===== src/inc/sacc_map.svh =====
// field positions, write mask, reset values and timing counts of the converter control
// assumes a 10 MHz main clock; included by the design and the bench
`ifndef SACC_MAP_SVH
`define SACC_MAP_SVH
`define SACC_MODE_RST 8'h00
`define SACC_SUB_RST 8'h00
`define SACC_CHAN_RST 3'h0
`define SACC_RESULT_RST 8'h00
`define SACC_RUN_BIT 7
`define SACC_REF_BIT 0
`define SACC_FR_LSB 3
`define SACC_FR_MSB 5
`define SACC_SUBSEL_BIT 7
`define SACC_MODE_WMASK 8'hB9
`define SACC_CLK_PERIOD_NS 100
`define SACC_REF_SETTLE_NS 14000
`define SACC_REF_SETTLE_CYC ((`SACC_REF_SETTLE_NS + `SACC_CLK_PERIOD_NS - 1) / `SACC_CLK_PERIOD_NS)
`define SACC_FR_144 3'h0
`define SACC_FR_120 3'h1
`define SACC_FR_96 3'h2
`define SACC_FR_72 3'h4
`define SACC_STEP_144 8'h10
`define SACC_STEP_120 8'h0D
`define SACC_STEP_96 8'h0A
`define SACC_STEP_72 8'h08
`define SACC_SAMP_LONG 8'h10
`define SACC_SAMP_SHORT 8'h08
`define SACC_TRIAL_MSB 8'h80
`endif


===== src/inc/sacc_pkg.sv =====
// types shared by the converter control and its bench
// the numbers live in sacc_map.svh
package sacc_pkg;
    typedef enum logic [1:0] {SACC_IDLE, SACC_SAMPLE, SACC_CONVERT} sacc_phase_t;

    typedef struct packed {
        logic mode_we;
        logic sub_we;
        logic chan_we;
        logic [7:0] data;
    } sacc_wr_t;

    typedef struct packed {
        sacc_phase_t phase;
        logic [7:0] mode;
        logic sub_sel;
        logic [2:0] chan;
        logic [7:0] cnt;
        logic [2:0] bit_idx;
        logic [7:0] sar;
        logic [7:0] result;
        logic [7:0] rd_data;
        logic irq;
        logic flag;
        logic cmp_s1;
        logic cmp_s2;
        logic cmp_s3;
        logic cmp;
        logic [7:0] ref_cnt;
        logic ref_ok;
        logic first_pending;
        logic suspect;
        logic sample;
        logic busy;
    } sacc_state_t;
endpackage : sacc_pkg


===== src/sacc_conv_ctrl.sv =====
// successive-approximation conversion control, 8 channels, 8-bit result
// assumes an external comparator driving cmp_i and a ladder driven by trial_code_o
// Notes on behaviour
// RULE1 - after reset, channel register picks input
// RULE2 - only a mode register write starts
// RULE3 - run bit 7 starts selected channel
// RULE4 - completion stores result and pulses interrupt
// RULE5 - converts continuously until mode rewritten
// RULE6 - run write mid-conversion restarts fresh
// RULE7 - stop write mid-conversion halts at once
// RULE8 - code is rounded ratio times 256
// RULE9 - standby stops converting
// RULE10 - read served before new result lands
// RULE11 - register write beats completion, no interrupt
// RULE12 - only first result may be unsettled
// RULE13 - software discards first unsettled result
// RULE14 - software reads while running
// RULE15 - mode write leaves done flag alone
// RULE16 - software clears done flag before restart
// RULE17 - sample phase about tenth of conversion
// RULE18 - software avoids port reads on channel
// RULE19 - bit 0 enables reference, 14 us settle
// RULE20 - time codes 144/120/96/72 or subclock
// RULE21 - channel is three-bit binary index
// RULE22 - eight bits msb first, keep if not below
// RULE23 - cycle counter times sample and bits

`timescale 1ns/1ps
`include "sacc_map.svh"

module sacc_conv_ctrl
    import sacc_pkg::*;
(
    input wire logic clock_i,
    input wire logic nrst_i,
    input wire logic ce_i,
    input wire sacc_wr_t wr_i,
    input wire logic result_rd_i,
    input wire logic flag_clr_i,
    input wire logic standby_i,
    input wire logic subclk_tick_i,
    input wire logic cmp_i,
    output logic [2:0] channel_sel_o,
    output logic sample_o,
    output logic [7:0] trial_code_o,
    output logic ref_enable_o,
    output logic busy_o,
    output logic [7:0] conv_result_o,
    output logic [7:0] rd_data_o,
    output logic conversion_done_irq_o,
    output logic conversion_done_flag_o,
    output logic result_suspect_o
);
    logic rst_s1;
    logic rst_n;
    sacc_state_t s;
    sacc_state_t next_s;
    logic [2:0] fr;
    logic legal;
    logic [7:0] step_len;
    logic [7:0] samp_len;
    logic adv;
    logic run_new;
    logic wr_any;

    always_ff @(posedge clock_i or negedge nrst_i) begin
        if (!nrst_i) begin
            rst_s1 <= 1'b0;
            rst_n <= 1'b0;
        end else begin
            rst_s1 <= 1'b1;
            rst_n <= rst_s1;
        end
    end

    assign fr = s.mode[`SACC_FR_MSB:`SACC_FR_LSB];
    assign run_new = wr_i.data[`SACC_RUN_BIT];
    assign wr_any = wr_i.mode_we | wr_i.chan_we;

    // conversion time select: step and sample lengths per code
    always_comb begin
        legal = 1'b1;
        step_len = `SACC_STEP_144;
        samp_len = `SACC_SAMP_LONG;
        if (!s.sub_sel) begin
            unique case (fr)
                `SACC_FR_144: step_len = `SACC_STEP_144; // RULE20
                `SACC_FR_120: step_len = `SACC_STEP_120; // RULE20
                `SACC_FR_96: step_len = `SACC_STEP_96; // RULE20
                `SACC_FR_72: begin
                    step_len = `SACC_STEP_72; // RULE20
                    samp_len = `SACC_SAMP_SHORT; // RULE17
                end
                default: legal = 1'b0; // RULE20
            endcase
        end
    end

    // subclock mode advances only on the multiplied subclock tick
    assign adv = !s.sub_sel || subclk_tick_i;

    always_comb begin
        next_s = s;
        next_s.irq = 1'b0;
        // comparator answer is asynchronous: taken once the last two flops agree
        next_s.cmp_s1 = cmp_i;
        next_s.cmp_s2 = s.cmp_s1;
        next_s.cmp_s3 = s.cmp_s2;
        if (s.cmp_s2 == s.cmp_s3) begin
            next_s.cmp = s.cmp_s3;
        end
        if (result_rd_i) begin
            next_s.rd_data = s.result; // RULE10
        end
        // reference settle timer; a run write before it expires marks the first result
        if (!s.mode[`SACC_REF_BIT]) begin
            next_s.ref_cnt = 8'h00;
            next_s.ref_ok = 1'b0;
        end else if (s.ref_cnt < 8'(`SACC_REF_SETTLE_CYC)) begin
            next_s.ref_cnt = s.ref_cnt + 8'h01;
        end else begin
            next_s.ref_ok = 1'b1; // RULE19
        end
        if (flag_clr_i) begin
            next_s.flag = 1'b0;
        end
        // standby parks the sequencer; a register write below still takes effect
        if (standby_i) begin
            next_s.phase = SACC_IDLE; // RULE9
        end else begin
            unique case (s.phase)
                SACC_IDLE: begin
                    if (s.mode[`SACC_RUN_BIT] && legal) begin
                        next_s.phase = SACC_SAMPLE; // RULE3
                        next_s.cnt = 8'h00;
                    end
                end
                SACC_SAMPLE: begin
                    if (adv) begin
                        if (s.cnt == samp_len - 8'h01) begin
                            next_s.phase = SACC_CONVERT; // RULE17
                            next_s.cnt = 8'h00;
                            next_s.bit_idx = 3'h7;
                            next_s.sar = `SACC_TRIAL_MSB; // RULE22
                        end else begin
                            next_s.cnt = s.cnt + 8'h01; // RULE23
                        end
                    end
                end
                SACC_CONVERT: begin
                    if (adv) begin
                        if (s.cnt == step_len - 8'h01) begin
                            next_s.cnt = 8'h00;
                            // keep the trial bit when the input is not below the level
                            next_s.sar[s.bit_idx] = s.cmp; // RULE22 RULE8
                            if (s.bit_idx == 3'h0) begin
                                next_s.phase = SACC_SAMPLE; // RULE5
                                if (!wr_any) begin // RULE11
                                    next_s.result = next_s.sar; // RULE4
                                    next_s.irq = 1'b1; // RULE4
                                    next_s.flag = 1'b1;
                                    next_s.suspect = s.first_pending; // RULE12
                                    next_s.first_pending = 1'b0;
                                end
                            end else begin
                                next_s.bit_idx = s.bit_idx - 3'h1;
                                next_s.sar[s.bit_idx - 3'h1] = 1'b1;
                            end
                        end else begin
                            next_s.cnt = s.cnt + 8'h01; // RULE23
                        end
                    end
                end
            endcase
        end
        // mode and channel register writes take precedence over a completing conversion
        if (wr_i.chan_we) begin
            next_s.chan = wr_i.data[2:0]; // RULE21
            if (s.phase != SACC_IDLE) begin
                next_s.phase = SACC_SAMPLE;
                next_s.cnt = 8'h00;
            end
        end
        if (wr_i.sub_we) begin
            next_s.sub_sel = wr_i.data[`SACC_SUBSEL_BIT];
        end
        if (wr_i.mode_we) begin
            next_s.mode = wr_i.data & `SACC_MODE_WMASK; // RULE15
            next_s.cnt = 8'h00;
            if (run_new) begin
                next_s.phase = SACC_IDLE; // RULE2 RULE6
                next_s.first_pending = !(s.ref_ok && wr_i.data[`SACC_REF_BIT]); // RULE12
            end else begin
                next_s.phase = SACC_IDLE; // RULE7
            end
        end
        // sample and busy ports are registered from the phase being entered
        next_s.sample = (next_s.phase == SACC_SAMPLE);
        next_s.busy = (next_s.phase != SACC_IDLE);
    end

    always_ff @(posedge clock_i or negedge rst_n) begin
        if (!rst_n) begin
            s <= '0;
            s.phase <= SACC_IDLE; // RULE1
            s.mode <= `SACC_MODE_RST;
            s.chan <= `SACC_CHAN_RST; // RULE1
            s.result <= `SACC_RESULT_RST;
        end else if (ce_i) begin
            s <= next_s;
        end
    end

    always_comb begin
        channel_sel_o = s.chan;
        // every port is a flop of the state
        sample_o = s.sample;
        trial_code_o = s.sar;
        ref_enable_o = s.mode[`SACC_REF_BIT];
        busy_o = s.busy;
        conv_result_o = s.result;
        rd_data_o = s.rd_data;
        conversion_done_irq_o = s.irq;
        conversion_done_flag_o = s.flag;
        result_suspect_o = s.suspect;
    end

    // checks
    a_stop_halts: assert property (@(posedge clock_i) disable iff (!rst_n) // RULE7
        ce_i && wr_i.mode_we && !run_new |=> s.phase == SACC_IDLE)
        else $error("stop write did not halt");
    a_run_restarts: assert property (@(posedge clock_i) disable iff (!rst_n) // RULE6
        ce_i && wr_i.mode_we && run_new && !standby_i
        ##1 ce_i && legal && !standby_i && !wr_i.mode_we
        |=> s.phase == SACC_SAMPLE && s.cnt == 8'h00)
        else $error("run write did not restart");
    a_irq_stores: assert property (@(posedge clock_i) disable iff (!rst_n) // RULE4
        s.irq |-> s.result == s.sar && s.phase == SACC_SAMPLE)
        else $error("interrupt without stored result");
    a_write_wins: assert property (@(posedge clock_i) disable iff (!rst_n) // RULE11
        ce_i && wr_any |=> !s.irq && $stable(s.result))
        else $error("completion beat a register write");
    a_read_first: assert property (@(posedge clock_i) disable iff (!rst_n) // RULE10
        ce_i && result_rd_i |=> s.rd_data == $past(s.result))
        else $error("read did not see old result");
    a_standby_stop: assert property (@(posedge clock_i) disable iff (!rst_n) // RULE9
        ce_i && standby_i && !wr_any |=> s.phase == SACC_IDLE)
        else $error("standby did not stop");
    a_flag_sets: assert property (@(posedge clock_i) disable iff (!rst_n) // RULE15
        s.irq |-> s.flag)
        else $error("done flag not set");
    a_flag_kept: assert property (@(posedge clock_i) disable iff (!rst_n) // RULE15
        ce_i && s.flag && wr_i.mode_we && !flag_clr_i |=> s.flag)
        else $error("mode write cleared flag");
    a_msb_trial: assert property (@(posedge clock_i) disable iff (!rst_n) // RULE22
        s.phase == SACC_SAMPLE ##1 s.phase == SACC_CONVERT && !$past(wr_any)
        |-> s.sar == `SACC_TRIAL_MSB && s.bit_idx == 3'h7)
        else $error("conversion did not open at msb");
    a_illegal_idle: assert property (@(posedge clock_i) disable iff (!rst_n) // RULE20
        s.phase == SACC_IDLE && !legal && !wr_any |=> s.phase == SACC_IDLE)
        else $error("prohibited time code converted");
    a_ref_off: assert property (@(posedge clock_i) disable iff (!rst_n) // RULE19
        ce_i && !s.mode[`SACC_REF_BIT] |=> !s.ref_ok)
        else $error("reference ready while disabled");
    a_ref_ready: assert property (@(posedge clock_i) disable iff (!rst_n) // RULE19
        ce_i && s.mode[`SACC_REF_BIT] && s.ref_cnt == 8'(`SACC_REF_SETTLE_CYC) |=> s.ref_ok)
        else $error("reference never settled");
    a_chan_restart: assert property (@(posedge clock_i) disable iff (!rst_n) // RULE11
        ce_i && wr_i.chan_we && !wr_i.mode_we && s.phase != SACC_IDLE
        |=> s.phase == SACC_SAMPLE && s.cnt == 8'h00)
        else $error("channel write did not restart");
    a_chan_value: assert property (@(posedge clock_i) disable iff (!rst_n) // RULE21
        ce_i && wr_i.chan_we |=> s.chan == $past(wr_i.data[2:0]))
        else $error("channel write not stored");
    a_sync_agree: assert property (@(posedge clock_i) disable iff (!rst_n) // RULE22
        ce_i && s.cmp_s2 == s.cmp_s3 |=> s.cmp == $past(s.cmp_s3))
        else $error("settled comparator answer not taken");
    a_flag_clear: assert property (@(posedge clock_i) disable iff (!rst_n) // RULE16
        ce_i && flag_clr_i |=> s.flag == s.irq)
        else $error("done flag clear mishandled");
    a_irq_pulse: assert property (@(posedge clock_i) disable iff (!rst_n) // RULE4
        ce_i && s.irq |=> !s.irq)
        else $error("interrupt longer than one cycle");
    a_idle_waits: assert property (@(posedge clock_i) disable iff (!rst_n) // RULE2
        s.phase == SACC_IDLE && !s.mode[`SACC_RUN_BIT] && !wr_i.mode_we |=> s.phase == SACC_IDLE)
        else $error("conversion started without run write");
    a_ce_freeze: assert property (@(posedge clock_i) disable iff (!rst_n) // RULE23
        !ce_i |=> $stable(s))
        else $error("state moved with clock enable low");
    a_result_steady: assert property (@(posedge clock_i) disable iff (!rst_n) // RULE4
        !s.irq |-> $stable(s.result))
        else $error("result changed without interrupt");
    a_read_keeps: assert property (@(posedge clock_i) disable iff (!rst_n) // RULE10
        ce_i && !result_rd_i |=> $stable(s.rd_data))
        else $error("read data changed without read");

    c_done: cover property (@(posedge clock_i) disable iff (!rst_n) s.irq);
    c_back_to_back: cover property (@(posedge clock_i) disable iff (!rst_n)
        s.irq ##[1:300] s.irq);
    c_abort: cover property (@(posedge clock_i) disable iff (!rst_n)
        s.phase == SACC_CONVERT && wr_i.mode_we && run_new);
    c_collide: cover property (@(posedge clock_i) disable iff (!rst_n)
        s.phase == SACC_CONVERT && s.bit_idx == 3'h0 && wr_any);
    c_standby: cover property (@(posedge clock_i) disable iff (!rst_n)
        standby_i && s.phase != SACC_IDLE);
endmodule : sacc_conv_ctrl


===== config.mk =====
export PLATFORM = sky130hd
export DESIGN_NAME = sacc_conv_ctrl
export DESIGN_NICKNAME = d
export VERILOG_FILES = /design/src/inc/sacc_pkg.sv /design/src/sacc_conv_ctrl.sv
export VERILOG_INCLUDE_DIRS = /design/src /design/src/inc
export SDC_FILE = /design/constraint.sdc
export NUM_CORES = 1
export LEC_CHECK = 0
export BUFFER_PORTS_ARGS = -buffer_cell sky130_fd_sc_hd__buf_2
export CAP_MARGIN = 30
export CORE_AREA = 2 2 87 109
export DETAILED_ROUTE_END_ITERATION = 8
export DIE_AREA = 0 0 89 111
export GPL_TIMING_DRIVEN = 1
export MAX_ROUTING_LAYER = met4
export PLACE_DENSITY = 0.64
export SKIP_LAST_GASP = 1
export SLEW_MARGIN = 20
export SYNTH_ARGS = -nofsm -noshare
export SYNTH_HDL_FRONTEND = slang
export SYNTH_SLANG_ARGS = --single-unit

===== constraint.sdc =====
create_clock -name clock_i -period 4.85 [get_ports clock_i]
set_clock_uncertainty 0.15 [all_clocks]
set_input_delay 0.97 -clock clock_i [delete_from_list [all_inputs] [get_ports clock_i]]
set_output_delay 0.97 -clock clock_i [all_outputs]
set_load 0.05 [all_outputs]

* After elaboration in Yosys (flattened, before gate mapping)
Cells that the tools add are included.
** Word-level totals
- Register bits after elaboration :: 67
- Latch bits :: 0
- RAM bits :: 0
- Memory bits (read-only) :: 0
- Memories kept :: 0
** Operators by class
- Add/sub/neg operators :: 5
- Multipliers :: 0
- Div/mod/pow operators :: 0
- $lt $le $gt $ge :: 5
- Equal/unequal tests :: 16
- Shift-type cells :: 0
- Multiplexer cells :: 57
- Bitwise logic cells :: 4
- Reductions and logical operators :: 24
** Operators by type and width (number)
- two-way mux 8 bit :: 11
- two-way mux 27 bit :: 2
- two-way mux 2 bit :: 21
- two-way mux 19 bit :: 2
- case mux 8 bit (3 select lines) :: 1
- two-way mux 11 bit :: 2
- case mux 11 bit (2 select lines) :: 1
- adder 8 x 1 -> 8 bit, second input constant :: 2
- == test 8 bit :: 2
- subtractor 8 x 1 -> 8 bit, second input constant :: 2
- case mux 5 bit (3 select lines) :: 1
- AND reduction 2 bit :: 7
- AND reduction 7 bit :: 2
- != test 2 bit, second input constant :: 6
- two-way mux 10 bit :: 1
- two-way mux 5 bit :: 2
- two-way mux 9 bit :: 1
- bitwise mux 8 bit :: 1
- < comparator 3 x 4 -> 1 bit, second input constant :: 2
- < comparator 8 bit, second input constant :: 1
- two-way mux 1 bit :: 8
- bitwise OR 8 bit :: 1
- AND reduction 8 bit :: 1
- demux 1 bit (select 3 bit) :: 2
- 19 further kinds :: 29

* Depth between registers and ports, before layout
- Depth in word-level cells :: 14
- Depth in mapped cells :: 11
- Depth with buffers taken out :: 9

* Worst setup path after synthesis
OpenSTA, ideal clock, no wires.
- Path type :: register to register
- From :: reg s[57] in the netlist's numbering
- To :: reg s, in the netlist conv_result_o[0]
- Setup time :: 0.125 ns
- Arrival time :: 3.065 ns
- Required time :: 4.575 ns
- Path slack :: 1.510 ns
- Cell stages (with the launch flop) :: 12
- Clock period less this slack :: 3.340 ns
- Cells stage by stage :: dfrtp_1 > buf_2 > nor4b_1 > inv_1 > ha_1 > xor2_1 > or4_4 > a211oi_4 > and2_4 > nand4_4 > buf_6 > mux2_4
** On the way
- Cells in the longest elaborated chain, start to end :: 4
- Elaborated cells on any way between the ends :: 6
** RTL lines
- start: declaration :: RTL line sacc_conv_ctrl.sv:56 : sacc_state_t s;
- start signal: assignment :: RTL line sacc_conv_ctrl.sv:210 : s <= next_s;
- two-way mux 8 bit :: RTL line sacc_conv_ctrl.sv:85 : if (!s.sub_sel) begin
- subtractor 8 x 1 -> 8 bit :: RTL line sacc_conv_ctrl.sv:152 : if (s.cnt == step_len - 8'h01) begin
- == test 8 bit :: RTL line sacc_conv_ctrl.sv:152
- AND reduction 7 bit (no line) *
Mark *: on every way between the ends. The rest lies on a longest branch, timed or not.
A chain may end at the register's enable or synchronous reset.

* Worst setup path in the final report
- From :: reg s[57] in the netlist's numbering
- To :: reg s, in the netlist conv_result_o[3]
The elaborated chain is that of the path after synthesis.

==> metrics.md <==
| Metric | Value |
|---|---|
| Hold path depth | `0` |
| Setup TNS | `0 ns` |
| Max_slew headroom | `44.55%` |
| Worst slew pin tran | `0.8248 ns` |
| RSZ-0062 raised after global routing | `no` |
| Synthesized area | `0.003879 mm²` |
| Most frequent cells in the layout | `dfrtp_1 (66), buf_2 (50), nand2_1 (26)` |
| Cell variety after synth | `61` |
| Wire per inst | `15.14 µm` |
| Sink Count | `67` |
| FFs w/ async S/R, synth | `100.0%` |
| Endpoint type of the worst setup path | `flip-flop` |
| Gr usage total | `18.62%` |
| # IOs | `52` |
| Core Area | `0.008979 mm²` |
| Critical R2R Launch | `s[57]` |
| Routability cong. | `0.8505` |
| Seq/Total Area, Yosys | `43.23%` |
| Antenna fix cells | `0` |
| RR Endpoint | `conv_result_o[3]` |
| DRT Pass-1 Iters | `4` |
| Most common cell after layout, fill and taps aside | `dfrtp_1` |
| Resized cells post-CTS | `0` |
| Final setup violation count | `0` |
| CP required | `4.92 ns` |
| R2R cell count | `9` |
| Vias in the first global route | `2934` |
| Initial Util | `43.20%` |
| Worst path bufs/invs | `1` |
| Gate Count Post-Synth | `379` |
| Hold_buf cts | `0` |
| Remaining routing DRC violations | `0` |
| Share of cells above drive strength 1 | `26.42%` |
| Global route total overflow | `0` |
| Pin count of the biggest net entering global routing | `66` |
| R2r setup slk | `1.0 ns` |
| Critical Path Fanout Max | `11` |
| Hold Crit Class | `reg2reg` |
| Hold Path End | `rst_n` |
| Fin. max-slew vios | `0` |
| Worst VDD drop | `234.0 µV` |
| Final Net Count | `428` |
| Peak Freq | `259.4 MHz` |
| Leak | `2.064 nW` |
| Num rows | `39` |
| Main synth FF type | `dfrtp_1` |
| Outcome | `completed` |
| Total number of vias | `2853` |
| CTS max path bufs | `2` |
| Die area | `0.009879 mm²` |
| Clk slew on worst S/H paths | `0.06 ns` |
| Die H | `111 µm` |
| CP arrival | `3.93 ns` |
| Root Buffer | `clkbuf_16` |
| Initial antenna violation count | `0` |
| Post-synth EDFFs | `0` |
| H-Tree Depth | `3` |
| Worst setup SP type | `flip-flop` |
| CP max stage cell | `nor4b_1` |
| Worst skew pair latency | `0.33 ns` |
| Register bit count reported by yosys | `67` |
| Layout area overhead | `11.13%` |
| CP Class | `reg2reg` |
| Setup bufs post-CTS | `0` |
| Total power | `0.001758 W` |
| Pwr/cell area | `407.9 mW/mm²` |
| Detailed router's first-iteration violation count | `189` |
| Final WL | `7995 µm` |
| Syn nets | `407` |
| Minimum clock period | `3.855 ns` |
| Max Cap Viol | `0` |
| Post-DP HPWL | `5697 µm` |
| Die width | `89 µm` |
| Kind of cell adding the most delay to the critical path | `simple AND/OR/NAND/NOR gates` |
| Post-route ant nets | `0` |
| Crit path cell chain | `nor4b_1 -> inv_1 -> ha_1 -> xor2_1 -> or4_4 -> a211oi_4 -> and2_4 -> nand4_4 -> mux2_4` |
| Synth Warn # | `0` |
| Total CTS buffers | `9` |
| Port bufs | `50` |
| Syn avg cell area | `10.23 µm²` |
| Vias/cell | `5.403` |
| CTS tree | `yes` |
| CP peak stage delay | `0.72 ns` |
| First-pass GRT wire length | `13990 µm` |
| Final Hold Fails | `0` |
| Hold wc startpoint | `rst_s1` |
| Part of the cycle the worst path needs | `79.48%` |
## power breakdown
part | internal, W | leakage, nW | switching (W)
combinational | 0.000170 | 1.04 | 0.000256
sequential | 0.000611 | 0.878 | 0.0000797
clock | 0.000398 | 0.143 | 0.000244
total | 0.00118 | 2.06 | 0.000580
## per-layer routing
layer	track usage, %	share of wire (%)	vias up
met3	3.202	3.2	12
met4	9.652	2.5	0
met5	-	0	-
met2	29.65	51	58
met1	22.26	43	1408
li1	-	-	1375
## worst register-to-register path, cell delays in order, from the launching register on
cell	delay, ns
dfrtp_1	0.48
nor4b_1	0.72
inv_1	0.10
ha_1	0.25
xor2_1	0.19
or4_4	0.44
a211oi_4	0.46
and2_4	0.26
nand4_4	0.28
mux2_4	0.40
## registers in the layout, indices dropped and copies added (netlist names)
signal                  count
next_s                      2
rd_data_o                   8
ref_enable_o                1
result_suspect_o            1
conversion_done_flag_o      1
busy_o                      1
s                          27
rst_n                       1
sample_o                    1
rst_s1                      1
trial_code_o                8
channel_sel_o               3
fr                          3
conv_result_o               8
conversion_done_irq_o       1
## Yosys cell counts (3+ instances only)
master / number / area [µm²]
nor2b_1: 3 / 18.77
inv_1: 16 / 60.06
nand3_1: 17 / 85.08
nand2b_1: 5 / 31.28
and2_1: 3 / 18.77
nand3b_1: 3 / 22.52
nor3_1: 10 / 50.05
dfrtp_1: 67 / 1677
ha_1: 9 / 112.6
o21ai_0: 12 / 60.06
mux2i_1: 3 / 30.03
clkbuf_1: 8 / 30.03
nand2_1: 26 / 97.59
buf_2: 4 / 20.02
mux2_4: 7 / 105.1
xnor2_1: 4 / 35.03
and3_1: 6 / 37.54
a22o_1: 11 / 96.34
a21oi_1: 16 / 80.08
a31oi_1: 9 / 56.30
a221oi_1: 3 / 26.28
buf_4: 27 / 202.7
a21o_1: 3 / 22.52
xor2_1: 10 / 87.58
nor2_1: 22 / 82.58
mux2_2: 25 / 281.5
o21bai_1: 6 / 45.04
## worst max path at each step
stage / startpoint / endpoint / cells past startpoint
global route: s[57] / conv_result_o[1] / 9
global placement: s[57] / conv_result_o[2] / 9
CTS: s[57] / conv_result_o[0] / 9
detailed placement: s[57] / conv_result_o[2] / 9
finish: s[57] / conv_result_o[3] / 9
floorplan: s[57] / conv_result_o[0] / 11
## kinds of logic after synthesis
| logic type | after synthesis | synth area share [%] |
|---|---|---|
| and+or+nand+nor | 115 | 16.39 |
| xor gates and xnor gates | 14 | 3.161 |
| adders and majority gates | 10 | 3.161 |
| other | 1 | 0.09668 |
| muxes | 35 | 10.74 |
| buffers and inverters | 58 | 8.742 |
| AOI/OAI and AO/OA | 79 | 14.48 |
| DFF | 67 | 43.23 |
## per-stage QoR
step / std cells / utilization [%] / hold slack (ns) / setup slack [ns] / area [µm²]
finish: 528 / 48.01 / 0.1970 / 0.9954 / 4310
global route: 528 / 48.01 / 0.2189 / 0.7184 / 4310
CTS: 528 / 48.01 / 0.1994 / 1.033 / 4310
detailed placement: 512 / 44.73 / 0.1863 / 1.041 / 4016
global placement: 512 / 44.73 / 0.1867 / 1.159 / 4016
floorplan: 379 / - / 0.1812 / 1.510 / 3879
## layout make-up
| type | instances | area (µm²) |
|---|---|---|
| Fill cell | 894 | 4668 |
| Multi-Input combinational cell | 254 | 1863 |
| Inverter | 17 | 63.81 |
| Sequential cell | 67 | 1678 |
| Clock inverter | 6 | 65.06 |
| Timing Repair Buffer | 51 | 257.7 |
| Tap cell | 123 | 153.9 |
| Clock buffer | 10 | 229.0 |
No activity file was read; power rests on OpenSTA's default activity.
